===== src/shared/tpmc_pkg.sv =====
// Overview of operation
// RL1 - write path select 1 loads compares via timer registers; software sets both update enables.
// RL2 - buffered write in pulse modes copies timer registers to compares on compare-0 match.
// RL3 - event select 00 gives no interrupt event, 01 gives compare-0 match.
// RL4 - event select 10 gives compare-5 match on channel 0, nothing on channel 1.
// RL5 - event select 11 gives counter overflow, but nothing in pulse-generator mode.
// RL6 - output 1 polarity bit 7: 0 rises on compare-3, falls on compare-4; 1 opposite.
// RL7 - output 0 polarity bit 6: 0 rises on compare-1, falls on compare-2; 1 opposite.
// RL8 - clear-on-match bit 4: 0 free-runs through compare-0 match, 1 clears counter.
// RL9 - in pulse modes counter always clears on compare-0 match, ignoring clear bit 0.
// RL10 - prescaler 0000 undivided, 1000..1011 divide by 2,4,8,16; other codes forbidden.
// RL11 - dma enable 1 issues a dma request on each compare-0 interrupt event.
// RL12 - unused bits of mode and dma registers read zero; fields reset to zero.
package tpmc_pkg;

  localparam int unsigned CNT_W = 16;
  localparam int unsigned N_CMP = 6;
  localparam int unsigned ADDR_W = 8;

  // register byte offsets
  localparam logic [7:0] OFF_CTRL = 8'h00;
  localparam logic [7:0] OFF_MODE = 8'h04;
  localparam logic [7:0] OFF_DMA = 8'h08;
  localparam logic [7:0] OFF_COUNT = 8'h0c;
  localparam logic [7:0] OFF_STATUS = 8'h10;
  localparam logic [7:0] OFF_MASK = 8'h14;
  localparam logic [7:0] OFF_STAGE = 8'h20;
  localparam logic [7:0] OFF_ACTIVE = 8'h40;

  // control register fields
  localparam int unsigned CTL_RUN_BIT = 0;
  localparam int unsigned CTL_MODE_LSB = 1;
  localparam int unsigned CTL_WPATH_BIT = 3;
  localparam int unsigned CTL_UPD0_BIT = 4;
  localparam int unsigned CTL_UPD1_BIT = 5;
  localparam int unsigned CTL_W = 6;

  // mode register fields
  localparam int unsigned MOD_POL1_BIT = 7;
  localparam int unsigned MOD_POL0_BIT = 6;
  localparam int unsigned MOD_CLR_BIT = 4;
  localparam int unsigned MOD_PSC_LSB = 0;
  localparam int unsigned MOD_ISEL_LSB = 8;
  localparam logic [31:0] MOD_MASK = 32'h0000_03df;

  localparam int unsigned DMA_ON_BIT = 0;
  localparam int unsigned STS_EVT_BIT = 0;
  localparam int unsigned STS_OVF_BIT = 1;
  localparam int unsigned STS_W = 2;

  localparam logic [31:0] RST_ZERO = 32'h0000_0000;

  // prescaler codes
  localparam logic [3:0] PSC_DIV1 = 4'h0;
  localparam int unsigned PSC_DIV_BIT = 3;

  // interrupt event select codes
  localparam logic [1:0] ISEL_NONE = 2'h0;
  localparam logic [1:0] ISEL_CMP0 = 2'h1;
  localparam logic [1:0] ISEL_CMP5 = 2'h2;
  localparam logic [1:0] ISEL_OVF = 2'h3;

  typedef enum logic [1:0] {
    TPMC_TIMER,
    TPMC_PPG,
    TPMC_ILK_PPG,
    TPMC_RSVD
  } tpmc_mode_t;

endpackage : tpmc_pkg


===== src/shared/tpmc_tick_if.sv =====
`timescale 1ns/10ps
interface tpmc_tick_if;
  logic       run;
  logic [3:0] sel;
  logic       tick;
  modport pre  (input run, input sel, output tick);
  modport core (output run, output sel, input tick);
endinterface : tpmc_tick_if


===== src/core/tpmc_prescaler.sv =====
`timescale 1ns/10ps
module tpmc_prescaler
  import tpmc_pkg::*;
(
  input  wire logic   pclk,
  input  wire logic   presetn,
  tpmc_tick_if.pre    p
);

  logic [3:0] div_q;
  logic [3:0] div_d;
  logic       tick_q;
  logic       tick_d;

  // last count of a division period; undivided for 0000
  function automatic logic [3:0] tpmc_div_last(input logic [3:0] sel);
    logic [3:0] last;
    last = 4'h0;
    if (sel[PSC_DIV_BIT])
    begin
      last = 4'((5'h2 << sel[1:0]) - 5'h1);
    end
    return last;
  endfunction : tpmc_div_last

  always_comb
  begin
    div_d  = div_q;
    tick_d = 1'b0;
    if (!p.run)
    begin
      div_d = 4'h0;
    end
    else if (div_q >= tpmc_div_last(p.sel)) // RL10
    begin
      div_d  = 4'h0;
      tick_d = 1'b1;
    end
    else
    begin
      div_d = div_q + 4'h1;
    end
  end

  always_ff @(posedge pclk or negedge presetn)
  begin
    if (!presetn)
    begin
      div_q  <= 4'h0;
      tick_q <= 1'b0;
    end
    else
    begin
      div_q  <= div_d;
      tick_q <= tick_d;
    end
  end

  assign p.tick = tick_q;

endmodule : tpmc_prescaler


===== src/core/tpmc_top.sv =====
`timescale 1ns/10ps
module tpmc_top
  import tpmc_pkg::*;
#(
  parameter int unsigned CHANNEL = 0
)
(
  input  wire logic              pclk,
  input  wire logic              presetn,
  input  wire logic              psel,
  input  wire logic              penable,
  input  wire logic              pwrite,
  input  wire logic [ADDR_W-1:0] paddr,
  input  wire logic [31:0]       pwdata,
  output logic [31:0]            prdata,
  output logic                   pready,
  output logic                   pslverr,
  output logic                   pulse_output_zero,
  output logic                   pulse_output_one,
  output logic                   compare_zero_interrupt,
  output logic                   dma_req,
  output logic                   irq
);

  ////////////////////////////////////////////////////////////////////////////
  // declarations

  logic [31:0]       prdata_q, prdata_d;
  logic              pready_q, pready_d;
  logic              pslverr_q, pslverr_d;
  logic              wr_en;

  logic [CTL_W-1:0]  ctrl_q, ctrl_d;
  logic [31:0]       mode_q, mode_d;
  logic              dma_on_q, dma_on_d;
  logic [STS_W-1:0]  sts_q, sts_d;
  logic [STS_W-1:0]  mask_q, mask_d;
  logic [CNT_W-1:0]  stage_q [N_CMP];
  logic [CNT_W-1:0]  stage_d [N_CMP];
  logic [CNT_W-1:0]  cmp_q [N_CMP];
  logic [CNT_W-1:0]  cmp_d [N_CMP];

  logic [CNT_W-1:0]  cnt_q, cnt_d;
  logic              out0_q, out0_d;
  logic              out1_q, out1_d;
  logic              evt_q, evt_d;
  logic              dma_q, dma_d;
  logic              irq_q, irq_d;

  logic [N_CMP-1:0]  match;
  logic              ovf;
  logic              evt;
  logic              clr_on_match;
  logic              pulse_mode;
  logic              buffered;
  tpmc_mode_t        mode_sel;
  logic [1:0]        isel;

  tpmc_tick_if       tk ();

  // index of a compare slot at a window base, or N_CMP when outside it
  function automatic int unsigned tpmc_slot(input logic [7:0] a, input logic [7:0] base);
    int unsigned idx;
    idx = N_CMP;
    if (a >= base && a < base + 8'(4 * N_CMP) && a[1:0] == 2'b00)
    begin
      idx = int'(a - base) >> 2;
    end
    return idx;
  endfunction : tpmc_slot

  ////////////////////////////////////////////////////////////////////////////
  // decoded control

  assign mode_sel     = tpmc_mode_t'(ctrl_q[CTL_MODE_LSB +: 2]);
  assign pulse_mode   = (mode_sel == TPMC_PPG) || (mode_sel == TPMC_ILK_PPG);
  assign buffered     = ctrl_q[CTL_WPATH_BIT];
  assign isel         = mode_q[MOD_ISEL_LSB +: 2];
  assign clr_on_match = mode_q[MOD_CLR_BIT] || pulse_mode; // RL8 RL9

  assign tk.run = ctrl_q[CTL_RUN_BIT];
  assign tk.sel = mode_q[MOD_PSC_LSB +: 4];

  tpmc_prescaler u_psc (
    .pclk    (pclk),
    .presetn (presetn),
    .p       (tk.pre)
  );

  ////////////////////////////////////////////////////////////////////////////
  // apb slave: no wait state, answer registered

  assign wr_en = psel && penable && pwrite && pready_q;

  always_comb
  begin
    int unsigned rs;
    int unsigned ra;
    rs        = tpmc_slot(paddr, OFF_STAGE);
    ra        = tpmc_slot(paddr, OFF_ACTIVE);
    prdata_d  = RST_ZERO;
    pslverr_d = 1'b0;
    pready_d  = psel && !penable && !pready_q;
    if (paddr == OFF_CTRL)
    begin
      prdata_d[CTL_W-1:0] = ctrl_q;
    end
    else if (paddr == OFF_MODE)
    begin
      prdata_d = mode_q & MOD_MASK; // RL12
    end
    else if (paddr == OFF_DMA)
    begin
      prdata_d[DMA_ON_BIT] = dma_on_q; // RL12
    end
    else if (paddr == OFF_COUNT)
    begin
      prdata_d[CNT_W-1:0] = cnt_q;
    end
    else if (paddr == OFF_STATUS)
    begin
      prdata_d[STS_W-1:0] = sts_q;
    end
    else if (paddr == OFF_MASK)
    begin
      prdata_d[STS_W-1:0] = mask_q;
    end
    else if (rs < N_CMP)
    begin
      prdata_d[CNT_W-1:0] = stage_q[rs];
    end
    else if (ra < N_CMP)
    begin
      prdata_d[CNT_W-1:0] = cmp_q[ra];
    end
    else
    begin
      pslverr_d = 1'b1;
    end
    if (!pready_d)
    begin
      prdata_d  = RST_ZERO;
      pslverr_d = 1'b0;
    end
  end

  always_ff @(posedge pclk or negedge presetn)
  begin
    if (!presetn)
    begin
      prdata_q  <= RST_ZERO;
      pready_q  <= 1'b0;
      pslverr_q <= 1'b0;
    end
    else
    begin
      prdata_q  <= prdata_d;
      pready_q  <= pready_d;
      pslverr_q <= pslverr_d;
    end
  end

  ////////////////////////////////////////////////////////////////////////////
  // software registers and compare write path

  always_comb
  begin
    int unsigned ws;
    ws       = tpmc_slot(paddr, OFF_STAGE);
    ctrl_d   = ctrl_q;
    mode_d   = mode_q;
    dma_on_d = dma_on_q;
    mask_d   = mask_q;
    stage_d  = stage_q;
    cmp_d    = cmp_q;
    // buffered transfer on compare-0 match, independent of clear setting
    if (buffered && ctrl_q[CTL_UPD0_BIT] && ctrl_q[CTL_UPD1_BIT] && match[0]) // RL1 RL2
    begin
      cmp_d = stage_q;
    end
    if (wr_en)
    begin
      if (paddr == OFF_CTRL)
      begin
        ctrl_d = pwdata[CTL_W-1:0];
      end
      else if (paddr == OFF_MODE)
      begin
        mode_d = pwdata & MOD_MASK;
      end
      else if (paddr == OFF_DMA)
      begin
        dma_on_d = pwdata[DMA_ON_BIT];
      end
      else if (paddr == OFF_MASK)
      begin
        mask_d = pwdata[STS_W-1:0];
      end
      else if (ws < N_CMP)
      begin
        stage_d[ws] = pwdata[CNT_W-1:0];
        if (!buffered) // RL1
        begin
          cmp_d[ws] = pwdata[CNT_W-1:0];
        end
      end
    end
  end

  always_ff @(posedge pclk or negedge presetn)
  begin
    if (!presetn)
    begin
      ctrl_q   <= '0; // RL12
      mode_q   <= RST_ZERO;
      dma_on_q <= 1'b0;
      mask_q   <= '0;
      stage_q  <= '{default: '0};
      cmp_q    <= '{default: '0};
    end
    else
    begin
      ctrl_q   <= ctrl_d;
      mode_q   <= mode_d;
      dma_on_q <= dma_on_d;
      mask_q   <= mask_d;
      stage_q  <= stage_d;
      cmp_q    <= cmp_d;
    end
  end

  ////////////////////////////////////////////////////////////////////////////
  // up-counter, matches and pulse outputs

  always_comb
  begin
    for (int m = 0; m < N_CMP; m++)
    begin
      match[m] = tk.tick && (cnt_q == cmp_q[m]);
    end
    ovf = tk.tick && (cnt_q == {CNT_W{1'b1}}) && !(match[0] && clr_on_match);
  end

  always_comb
  begin
    cnt_d  = cnt_q;
    out0_d = out0_q;
    out1_d = out1_q;
    if (tk.tick)
    begin
      if (match[0] && clr_on_match) // RL8 RL9
      begin
        cnt_d = '0;
      end
      else
      begin
        cnt_d = cnt_q + CNT_W'(1);
      end
    end
    if (pulse_mode)
    begin
      if (match[1])
      begin
        out0_d = !mode_q[MOD_POL0_BIT]; // RL7
      end
      else if (match[2])
      begin
        out0_d = mode_q[MOD_POL0_BIT]; // RL7
      end
      if (match[3])
      begin
        out1_d = !mode_q[MOD_POL1_BIT]; // RL6
      end
      else if (match[4])
      begin
        out1_d = mode_q[MOD_POL1_BIT]; // RL6
      end
    end
  end

  always_ff @(posedge pclk or negedge presetn)
  begin
    if (!presetn)
    begin
      cnt_q  <= '0;
      out0_q <= 1'b0;
      out1_q <= 1'b0;
    end
    else
    begin
      cnt_q  <= cnt_d;
      out0_q <= out0_d;
      out1_q <= out1_d;
    end
  end

  ////////////////////////////////////////////////////////////////////////////
  // compare interrupt event, dma request, sticky status

  always_comb
  begin
    case (isel)
      ISEL_NONE: evt = 1'b0; // RL3
      ISEL_CMP0: evt = match[0]; // RL3
      ISEL_CMP5: evt = (CHANNEL == 0) && match[5]; // RL4
      ISEL_OVF:  evt = ovf && (mode_sel != TPMC_PPG); // RL5
      default:   evt = 1'b0;
    endcase
  end

  always_comb
  begin
    evt_d = evt;
    dma_d = evt && dma_on_q; // RL11
    sts_d = sts_q;
    if (wr_en && paddr == OFF_STATUS)
    begin
      sts_d = sts_q & ~pwdata[STS_W-1:0];
    end
    // set wins over a clear in the same cycle
    if (evt)
    begin
      sts_d[STS_EVT_BIT] = 1'b1;
    end
    if (ovf)
    begin
      sts_d[STS_OVF_BIT] = 1'b1;
    end
    irq_d = |(sts_d & mask_d);
  end

  always_ff @(posedge pclk or negedge presetn)
  begin
    if (!presetn)
    begin
      evt_q <= 1'b0;
      dma_q <= 1'b0;
      sts_q <= '0;
      irq_q <= 1'b0;
    end
    else
    begin
      evt_q <= evt_d;
      dma_q <= dma_d;
      sts_q <= sts_d;
      irq_q <= irq_d;
    end
  end

  ////////////////////////////////////////////////////////////////////////////
  // outputs

  assign prdata                 = prdata_q;
  assign pready                 = pready_q;
  assign pslverr                = pslverr_q;
  assign pulse_output_zero      = out0_q;
  assign pulse_output_one       = out1_q;
  assign compare_zero_interrupt = evt_q;
  assign dma_req                = dma_q;
  assign irq                    = irq_q;

endmodule : tpmc_top


===== config.mk =====
export PLATFORM = sky130hd
export DESIGN_NAME = tpmc_top
export DESIGN_NICKNAME = d
export VERILOG_FILES = /design/src/shared/tpmc_pkg.sv /design/src/shared/tpmc_tick_if.sv /design/src/core/tpmc_prescaler.sv /design/src/core/tpmc_top.sv
export SDC_FILE = /design/constraint.sdc
export NUM_CORES = 1
export LEC_CHECK = 0
export ABC_AREA = 1
export BUFFER_PORTS_ARGS = -buffer_cell sky130_fd_sc_hd__buf_2
export CAP_MARGIN = 20
export CORE_ASPECT_RATIO = 0.5
export CORE_MARGIN = 8
export CORE_UTILIZATION = 60
export DETAILED_ROUTE_END_ITERATION = 16
export PLACE_DENSITY_LB_ADDON = 0.12
export SYNTH_ARGS = -nofsm -noshare
export SYNTH_HDL_FRONTEND = slang
export SYNTH_SLANG_ARGS = --single-unit
export TNS_END_PERCENT = 100

===== constraint.sdc =====
create_clock -name pclk -period 2.7 [get_ports pclk]
set_clock_uncertainty 0.2 [all_clocks]
set_input_delay 0.27 -clock pclk [delete_from_list [all_inputs] [get_ports pclk]]
set_output_delay 0.27 -clock pclk [all_outputs]
set_load 0.01 [all_outputs]

Word-level counts from Yosys, hierarchy flattened
Index checks and enable logic that the tools add are counted.

Add/subtract/negate cells: 5. $lt $le $gt $ge: 10. Eq/ne operators: 18. Shift-type cells: 1. Mux-type cells: 62. Bitwise operators: 9. Reduce and logical (&&, ||, !) cells: 44.

Operator list (number): 96-bit 2-to-1 mux (8); 96-bit bitwise mux (2); 16-bit 2-to-1 mux (10); 16-bit binary-select mux with 3-bit select (2); 16-bit equality test (6); 33-bit by 4-bit >= comparator with 1-bit output, second input constant (2); 30-bit 2-to-1 mux (2); 16-bit demux with 3-bit select (1); 33-bit by 1-bit < comparator with 1-bit output, second input constant (1); 30-bit inverter with 33-bit output (1); 32-bit inverter with 33-bit output (1); 32-bit by 3-bit < comparator with 1-bit output, second input constant (1); 32-bit 2-to-1 mux (1); 30-bit by 3-bit < comparator with 1-bit output, second input constant (1); 14-bit 2-to-1 mux (2); 1-bit logical AND (25); 1-bit 2-to-1 mux (18); 16-bit by 1-bit adder with 16-bit output, second input constant (1); 16-bit equality test, second input constant (1); 8-bit by 4-bit equality test with 1-bit output, second input constant (2); 8-bit by 5-bit equality test with 1-bit output, second input constant (2); 2-bit 2-to-1 mux (8); 4-bit 2-to-1 mux (4); 15-bit 2-to-1 mux (1); other kinds (30) (46).

Register bits: 272. Input bits: 45. Output and inout bits: 39.

Longest topological paths before layout
Gate-level depths: netlist of the first run.

Word-level depth: 17. Gate-level depth with buffers: 18. Depth with buffers taken out: 17.

Modules after synthesis
Synthesis of the first run repeated with hierarchy kept, for this count alone.

Cells, all modules: 2118. Area total of the unflattened synthesis: 15188.3 um^2.

By module, submodules not included: tpmc_top (instances 1, cells each 2080, area an instance 14866.8 um^2, seq. area each 6281.0 um^2); tpmc_prescaler (instances 1, cells each 38, area an instance 321.6 um^2, seq. area each 125.1 um^2).

Worst setup path after synthesis of the first run
Ideal clock, no wire load.

Path kind: in2reg. Start: input port paddr[6]. End: register stage_q[50] (netlist bit). Library setup time: 0.129 ns. Arrival time: 1.880 ns. Data required time: 2.371 ns. Setup slack: 0.492 ns. Stages: 15. Buffers on the path: 2. Path through: inv_1 > ha_1 > ha_1 > inv_1 > nand2_1 > nand2_8 > nand2_4 > buf_6 > nor2_8 > inv_2 > nor3_2 > nand2_2 > buf_4 > nand2_1 > o21ai_2.

Word-level cells in the longest chain between the ends: 10. Elaborated cells on any way between the ends: 23. Classes of those cells: 1 x add/sub; 5 x order compare; 3 x eq/ne; 4 x mux; 5 x bitwise; 5 x reduce/logical.

Ends and longest elaborated chain: from (decl) (line tpmc_top.sv:13) `input wire logic [ADDR_W-1:0] paddr,`; 8-bit by 6-bit >= comparator with 1-bit output or 8-bit by 6-bit < comparator with 1-bit output (tied branches) (line tpmc_top.sv:65) `if (a >= base && a < base + 8'(4 * N_CMP) && a[1:0] == 2'b00)`; 1-bit logical AND (2 in a row) (line tpmc_top.sv:65); 30-bit 2-to-1 mux (line tpmc_top.sv:65); 32-bit inverter with 33-bit output (not written as such) (line tpmc_top.sv:201) `stage_d[ws] = pwdata[CNT_W-1:0];`; 33-bit by 4-bit >= comparator with 1-bit output (not written as such) or 33-bit by 1-bit < comparator with 1-bit output (tied branches) (line tpmc_top.sv:201); 1-bit logical AND (not written as such) (line tpmc_top.sv:201); 16-bit 2-to-1 mux (not written as such) (line tpmc_top.sv:201); 16-bit demux with 3-bit select (line tpmc_top.sv:201); 96-bit bitwise mux (line tpmc_top.sv:201); to (signal assigned) (line tpmc_top.sv:227) `stage_q <= stage_d;`; to (decl) (line tpmc_top.sv:38) `logic [CNT_W-1:0] stage_q [N_CMP];`.

Several ways; a longest one is shown, not always the timed one. A chain may end at the register's enable or synchronous reset.

==> results.py, run 1 <==
metrics = {
    "clock_network": {
        "ctsHtreeMaxLevel": 1,
        "numCtsBuffers": 25,
        "cts.repair.resized": 0,
        "cts_hold_buffers": 6,
        "tritoncts": "yes",
        "postCtsSetupRepairBufs": 0,
        "worstSkewPairLatency_ps": 540,
        "clock-root-buffer": "clkbuf_16",
        "clkTransAtPathRegs_ps": 70,
        "clock_sinks": 256,
        "cts_buffer_depth": 3,
    },
    "timing": {
        "setup_violations": 0,
        "grt_setup_unrepaired": "false",
        "period_needed_ps": 2540,
        "fin_hold_ws_ps": 6.12,
        "max_freq_mhz": 394,
        "slew_headroom_pct": 51.4,
        "setup_tns_ps": 0,
        "hold_viol": 0,
        "slew_viol_final": 0,
        "post-route-period-util_pct": 93.9,
        "worstMarginPinSlew_ps": 728,
    },
    "drt": {
        "avgViaCountPerCell": 5.79,
        "dr_total_vias": 14100,
        "drtIter0Drc": 1671,
        "wl_per_cell_um": 20.2,
        "dr.pass1.iters": 6,
        "postRouteAntennaNets": 0,
        "drc": 0,
        "wl_mm": 49.3,
    },
    "synthesis": {
        "yosysTopAreaCellShare_pct": 42.2,
        "synth-seq-area-share_pct": 42.2,
        "synth_most_common_cell": "nand2_1",
        "yosys-top-cells-count": "nand2_1, dfrtp_1, o21ai_1",
        "syn_avg_cell_area_um2": 7.53,
        "ys_seq_elements": 256,
        "synth_edf_count": 0,
        "netlist_instances": 2018,
        "synth-async-reset-ratio_pct": 100,
        "ys_warn_count": 0,
        "ys_top_cells_by_area": "dfrtp_1, nand2_1, o21ai_1, inv_1, o21ai_0",
        "ys_types": 51,
        "synthesis.area_um2": 15200,
        "dominantRegCellSynth": "dfrtp_1",
        "synth_area_leader_cell": "dfrtp_1",
    },
    "setup_path": {
        "reg2reg_from": "cnt_q[3]$_DFFE_PN0P_",
        "critPathRequiredTime_ps": 2900,
        "crit_path_start_kind": "register",
        "path_class": "reg -> reg",
        "cpPeakStageDelay_ps": 580,
        "slowest_stage": "dfrtp_1",
        "critPathLaunch": "cnt_q[3]$_DFFE_PN0P_",
        "worst-path-buf-inv": 2,
        "worstSetupEndpointType": "register",
        "critical-path-top-delay-family": "simple AND/OR/NAND/NOR gates",
        "critPathMaxFanout": 88,
        "path_cells": "inv_4, nand2_1, o21ai_1, nor2_1, nand2_1, nor3_1, and2_4, nand3_4, buf_12, nand2_1, o21ai_1, nand2_1, o21ai_0",
        "cp_common_cell": "nand2_1",
        "crit_arrival_ps": 2730,
    },
    "floorplanning": {
        "die_h_um": 129,
        "die_width_um": 241,
        "boundaryPins": 84,
        "rows": 41,
        "initial_core_util_pct": 60.7,
        "core_area_um2": 25000,
        "dieArea_um2": 31000,
    },
    "place": {
        "gp_congestion": 1.03,
        "placedCellCount": 2391,
        "io_buffers": 51,
        "hpwl_mm": 36.3,
    },
    "min_path": {
        "hold_path_class": "in -> reg",
        "hp-start": "pwdata[11]",
    },
    "global_route": {
        "antenna_found_initial": 4,
        "grt_first_pass_wirelength_mm": 76.5,
        "grt_pass1_vias": 13100,
        "overflow": 0,
        "track_usage_pct": 32.0,
        "grt_max_degree": 89,
    },
    "power_and_ir_drop": {
        "ir_drop_mv": 0.411,
        "p_leak_nw": 7.76,
        "p_per_area_nw_per_um2": 471,
    },
    "cells_and_area": {
        "antenna_cells": 0,
        "fin_cells": 2438,
        "num-nets-final": 2138,
        "drive_above_1_share_pct": 13.3,
        "fillers": 2230,
        "area_growth_pct": 12.4,
        "final_core_util_pct": 68.2,
    },
    "flow_run": {
        "maxCapViolCount": 0,
    },
    "outcome": {
        "status": "finished, final reports clean",
    },
}
path summary, 6_finish.rpt:
kind	endpoint	slack, ps	depth (start not counted)
setup / recovery	cmp_q[78]$_DFF_PN0_	160	13
hold / removal	stage_q[11]$_DFFE_PN0P_	6	3
setup reg to reg	cmp_q[78]$_DFF_PN0_	160	13
hold reg to reg	stage_q[47]$_DFFE_PN0P_	290	2
max in group asynchronous	stage_q[64]$_DFFE_PN0P_	1530	3
min in group asynchronous	cmp_q[74]$_DFF_PN0_	40	2
metrics by stage:
step | power [mW] | cell area, µm² | setup WS [ps]
after floorplan | 4.13 | 15300 | 492
after global placement | 4.34 | 16200 | 74.7
after detailed placement | 4.34 | 16200 | 62.0
after CTS | 8.07 | 17100 | 266
after global routing | 8.28 | 17100 | 23.3
final | 8.04 | 17100 | 164
per-layer routing:
metal,vias to the layer above,GRT usage [%],wire [µm]
met3,111,9.46,5440
met5,-,0,0
met2,676,47.4,21000
met4,0,11.0,1800
li1,6711,-,-
met1,6619,44.6,21100
flip-flops by register name, indices dropped and copies added, names as in the netlist:
| signal | count |
|---|---|
| cmp_q | 96 |
| stage_q | 96 |
| cnt_q | 16 |
| prdata | 16 |
| mode_q | 9 |
| ctrl_q | 6 |
| u_psc.div_q | 4 |
| mask_q | 2 |
| sts_q | 2 |
| compare_zero_interrupt | 1 |
| dma_on_q | 1 |
| dma_req | 1 |
| irq | 1 |
| pready | 1 |
| pslverr | 1 |
| pulse_output_one | 1 |
| pulse_output_zero | 1 |
| u_psc.p.tick | 1 |
cells in the final DEF, fill, tap and decap left out, drive strengths merged, types with 3 or more instances in the layout:
master	instances
clkinv	3
clkbuf	34
a32o	6
or2	14
ha	13
bufinv	4
xnor2	14
dlygate4sd3	6
nand3	48
dfrtp	256
o211ai	36
nor4	13
o2111ai	10
o21ai	363
buf	160
nand4	31
conb	16
a21oi	86
nor3	32
xor2	36
o22ai	15
inv	209
nor2	95
nand2	580
logic make-up after synthesis:
| kind of cell | count (synthesis) | synth area share, % |
|---|---|---|
| adder cells (fa/ha/maj) | 13 | 1.07 |
| AO/OA/AOI/OAI | 524 | 18.9 |
| other | 1 | 0.0247 |
| XOR/XNOR | 50 | 2.88 |
| flip-flops | 256 | 42.2 |
| AND/OR/NAND/NOR | 819 | 23.5 |
| buffers and inverters | 355 | 11.5 |
power breakdown:
part | switching (mW) | internal, mW | total, mW | leakage (nW)
combinational | 0.328 | 0.109 | 0.437 | 3.78
sequential | 0.00349 | 3.84 | 3.84 | 3.55
clock | 1.50 | 2.25 | 3.76 | 0.429
worst min-delay path, delay by kind of cell:
kind,cells,cell delay (ps)
buffers and inverters,2,260
AO/OA/AOI/OAI,1,170
layout make-up:
cell class              instances  area [µm²]  area share [%]
multi-input cells            1422        7120            41.7
flip-flops and latches        256        6410            37.5
repair buffers                166        1460            8.53
inverters                     209         795            4.65
clock buffers                  34         729            4.27
well taps                     344         430            2.52
clock inverters                 7         135           0.791
Note: power is estimated with default switching activity, not from simulation.
==> run 2: changes to the inputs <==
- CORE_MARGIN: 8 -> not set
- PLACE_DENSITY: not set -> 0.79
- PLACE_DENSITY_LB_ADDON: 0.12 -> not set
==> run 2 against run 1 <==
Against the previous run:
- clock power fell by 10%
- critical path depth is 3 lower
- critical endpoint is now pulse_output_one$_DFFE_PN0P_
- core utilization rose by 1.8 points
- highest routed layer unchanged
- critical path type unchanged
- cell count grew 0.21%
- sequential power barely moved
==> results.py, run 2 (synthesized netlist as in run 1, its figures left out) <==
metrics = {
    "timing": {
        "post-route-period-util_pct": 95.0,
        "hold_viol": 0,
        "max_freq_mhz": 390,
        "setup_tns_ps": 0,
        "setup_violations": 0,
        "slew_headroom_pct": 51.7,
        "slew_viol_final": 0,
        "finalWorstSetupSlack_ps": 134,
        "grt_setup_unrepaired": "false",
        "period_needed_ps": 2570,
        "worstMarginPinSlew_ps": 718,
    },
    "power_and_ir_drop": {
        "power_mw": 7.66,
        "ir_drop_mv": 0.456,
        "p_leak_nw": 7.76,
        "p_per_area_nw_per_um2": 448,
    },
    "floorplanning": {
        "die_width_um": 227,
        "rows": 40,
        "dieArea_um2": 26000,
        "initial_core_util_pct": 62.2,
        "die_h_um": 115,
        "boundaryPins": 84,
        "core_area_um2": 24400,
    },
    "global_route": {
        "track_usage_pct": 39.6,
        "overflow": 0,
        "grt_pass1_vias": 13300,
        "grt_max_degree": 67,
        "grt_first_pass_wirelength_mm": 76.8,
        "antenna_found_initial": 0,
    },
    "min_path": {
        "hold_path_class": "in -> reg",
    },
    "setup_path": {
        "path_class": "reg -> reg",
        "critPathLaunch": "u_psc.p.tick$_DFF_PN0_",
        "critPathMaxFanout": 6,
        "reg2reg_from": "u_psc.p.tick$_DFF_PN0_",
        "crit_path_start_kind": "register",
        "rr_worst_depth": 10,
        "crit_end": "pulse_output_one$_DFFE_PN0P_",
        "critPathRequiredTime_ps": 2930,
        "reg2reg_slack_ps": 130,
        "r2r_end": "pulse_output_one$_DFFE_PN0P_",
        "worstSetupEndpointType": "register",
        "crit_arrival_ps": 2790,
    },
    "drt": {
        "drc": 0,
        "dr.pass1.iters": 6,
        "postRouteAntennaNets": 0,
        "dr_total_vias": 14300,
        "avgViaCountPerCell": 5.87,
        "wl_mm": 49.9,
        "wl_per_cell_um": 20.4,
        "drtIter0Drc": 1642,
    },
    "cells_and_area": {
        "reg_top3": "cmp_q: 96 flops, stage_q: 96 flops",
        "drive_above_1_share_pct": 13.9,
        "stdcell_area_um2": 17100,
        "final_common_cell": "nand2_1",
        "num-nets-final": 2150,
        "final_cell_mix": "nand2_1, dfrtp_1, o21ai_1, inv_1, o21ai_0",
        "fillers": 2085,
        "area_growth_pct": 12.5,
        "fin_cells": 2443,
    },
    "place": {
        "gp_congestion": 1.01,
        "dp_slack_ps": -81.3,
        "dpl_cell_area_um2": 16300,
        "hpwl_mm": 35.7,
        "placedCellCount": 2395,
        "io_buffers": 51,
    },
    "clock_network": {
        "postCtsSetupRepairBufs": 0,
        "tritoncts": "yes",
        "clkTransAtPathRegs_ps": 70,
        "worstSkewPairLatency_ps": 550,
        "numCtsBuffers": 23,
        "ctsHtreeMaxLevel": 1,
        "cts_buffer_depth": 3,
        "clock-root-buffer": "clkbuf_16",
        "clock_sinks": 256,
    },
    "flow_run": {
        "maxCapViolCount": 0,
    },
    "outcome": {
        "status": "finished, final reports clean",
    },
}
run 2: worst max-delay path: stages (launching register included):
cell       delay (ps)
dfrtp_1           520
inv_2              80
buf_4             180
a21oi_1           120
o2111ai_1         120
nor4_1            560
nand3_1           340
nand2_1           150
nand2_1            70
nand2_1            50
o21ai_0            70
run 2: report_power, final:
group          internal [mW]  switching [mW]  total [mW]
clock network           1.85            1.53        3.37
logic                  0.116           0.331       0.447
registers               3.84         0.00429        3.84
run 2: area by class of cell:
type                       count  area [µm²]  share of cell area (%)
multi-input combinational   1422        7130                    41.7
sequential                   256        6410                    37.5
timing repair buffer         180        1590                    9.31
inverter                     209         795                    4.65
clock buffer                  30         672                    3.93
tap                          336         420                    2.46
clock inverter                 9        80.1                   0.468
antenna                        1        2.50                  0.0146
run 2: how the worst min path moves through the flow:
stage	start	end	slack, ps	depth (start not counted)
after global placement	presetn	u_psc.div_q[3]$_DFF_PN0_	60	1
after global routing	pwdata[15]	stage_q[47]$_DFFE_PN0P_	60	3
final	pwdata[12]	stage_q[28]$_DFFE_PN0P_	20	3
after CTS	pwdata[12]	cmp_q[12]$_DFF_PN0_	20	3
after floorplan	presetn	cmp_q[0]$_DFF_PN0_	-230	0
after detailed placement	presetn	u_psc.div_q[3]$_DFF_PN0_	60	1
run 2: timing repair:
action                                  CTS  global route
endpoints found under the hold margin   237             0
hold buffers                              8             0
resized for setup                         0             2
endpoints found under the setup margin    0             3
run 2: per-stage QoR:
step | util [%] | hold slack, ps
2_1_floorplan | - | -226
3_3_place_gp | 66.6 | 55.7
3_5_place_dp | 66.6 | 57.6
4_1_cts | 70.0 | 20.3
5_1_grt | 70.0 | 57.4
6_report | 70.0 | 21.5
run 2: layer usage:
metal | track usage (%) | share of wire [%]
met2 | 58.8 | 42
met3 | 12.3 | 13
met4 | 15.0 | 3.9
met1 | 54.2 | 41
met5 | 0 | 0
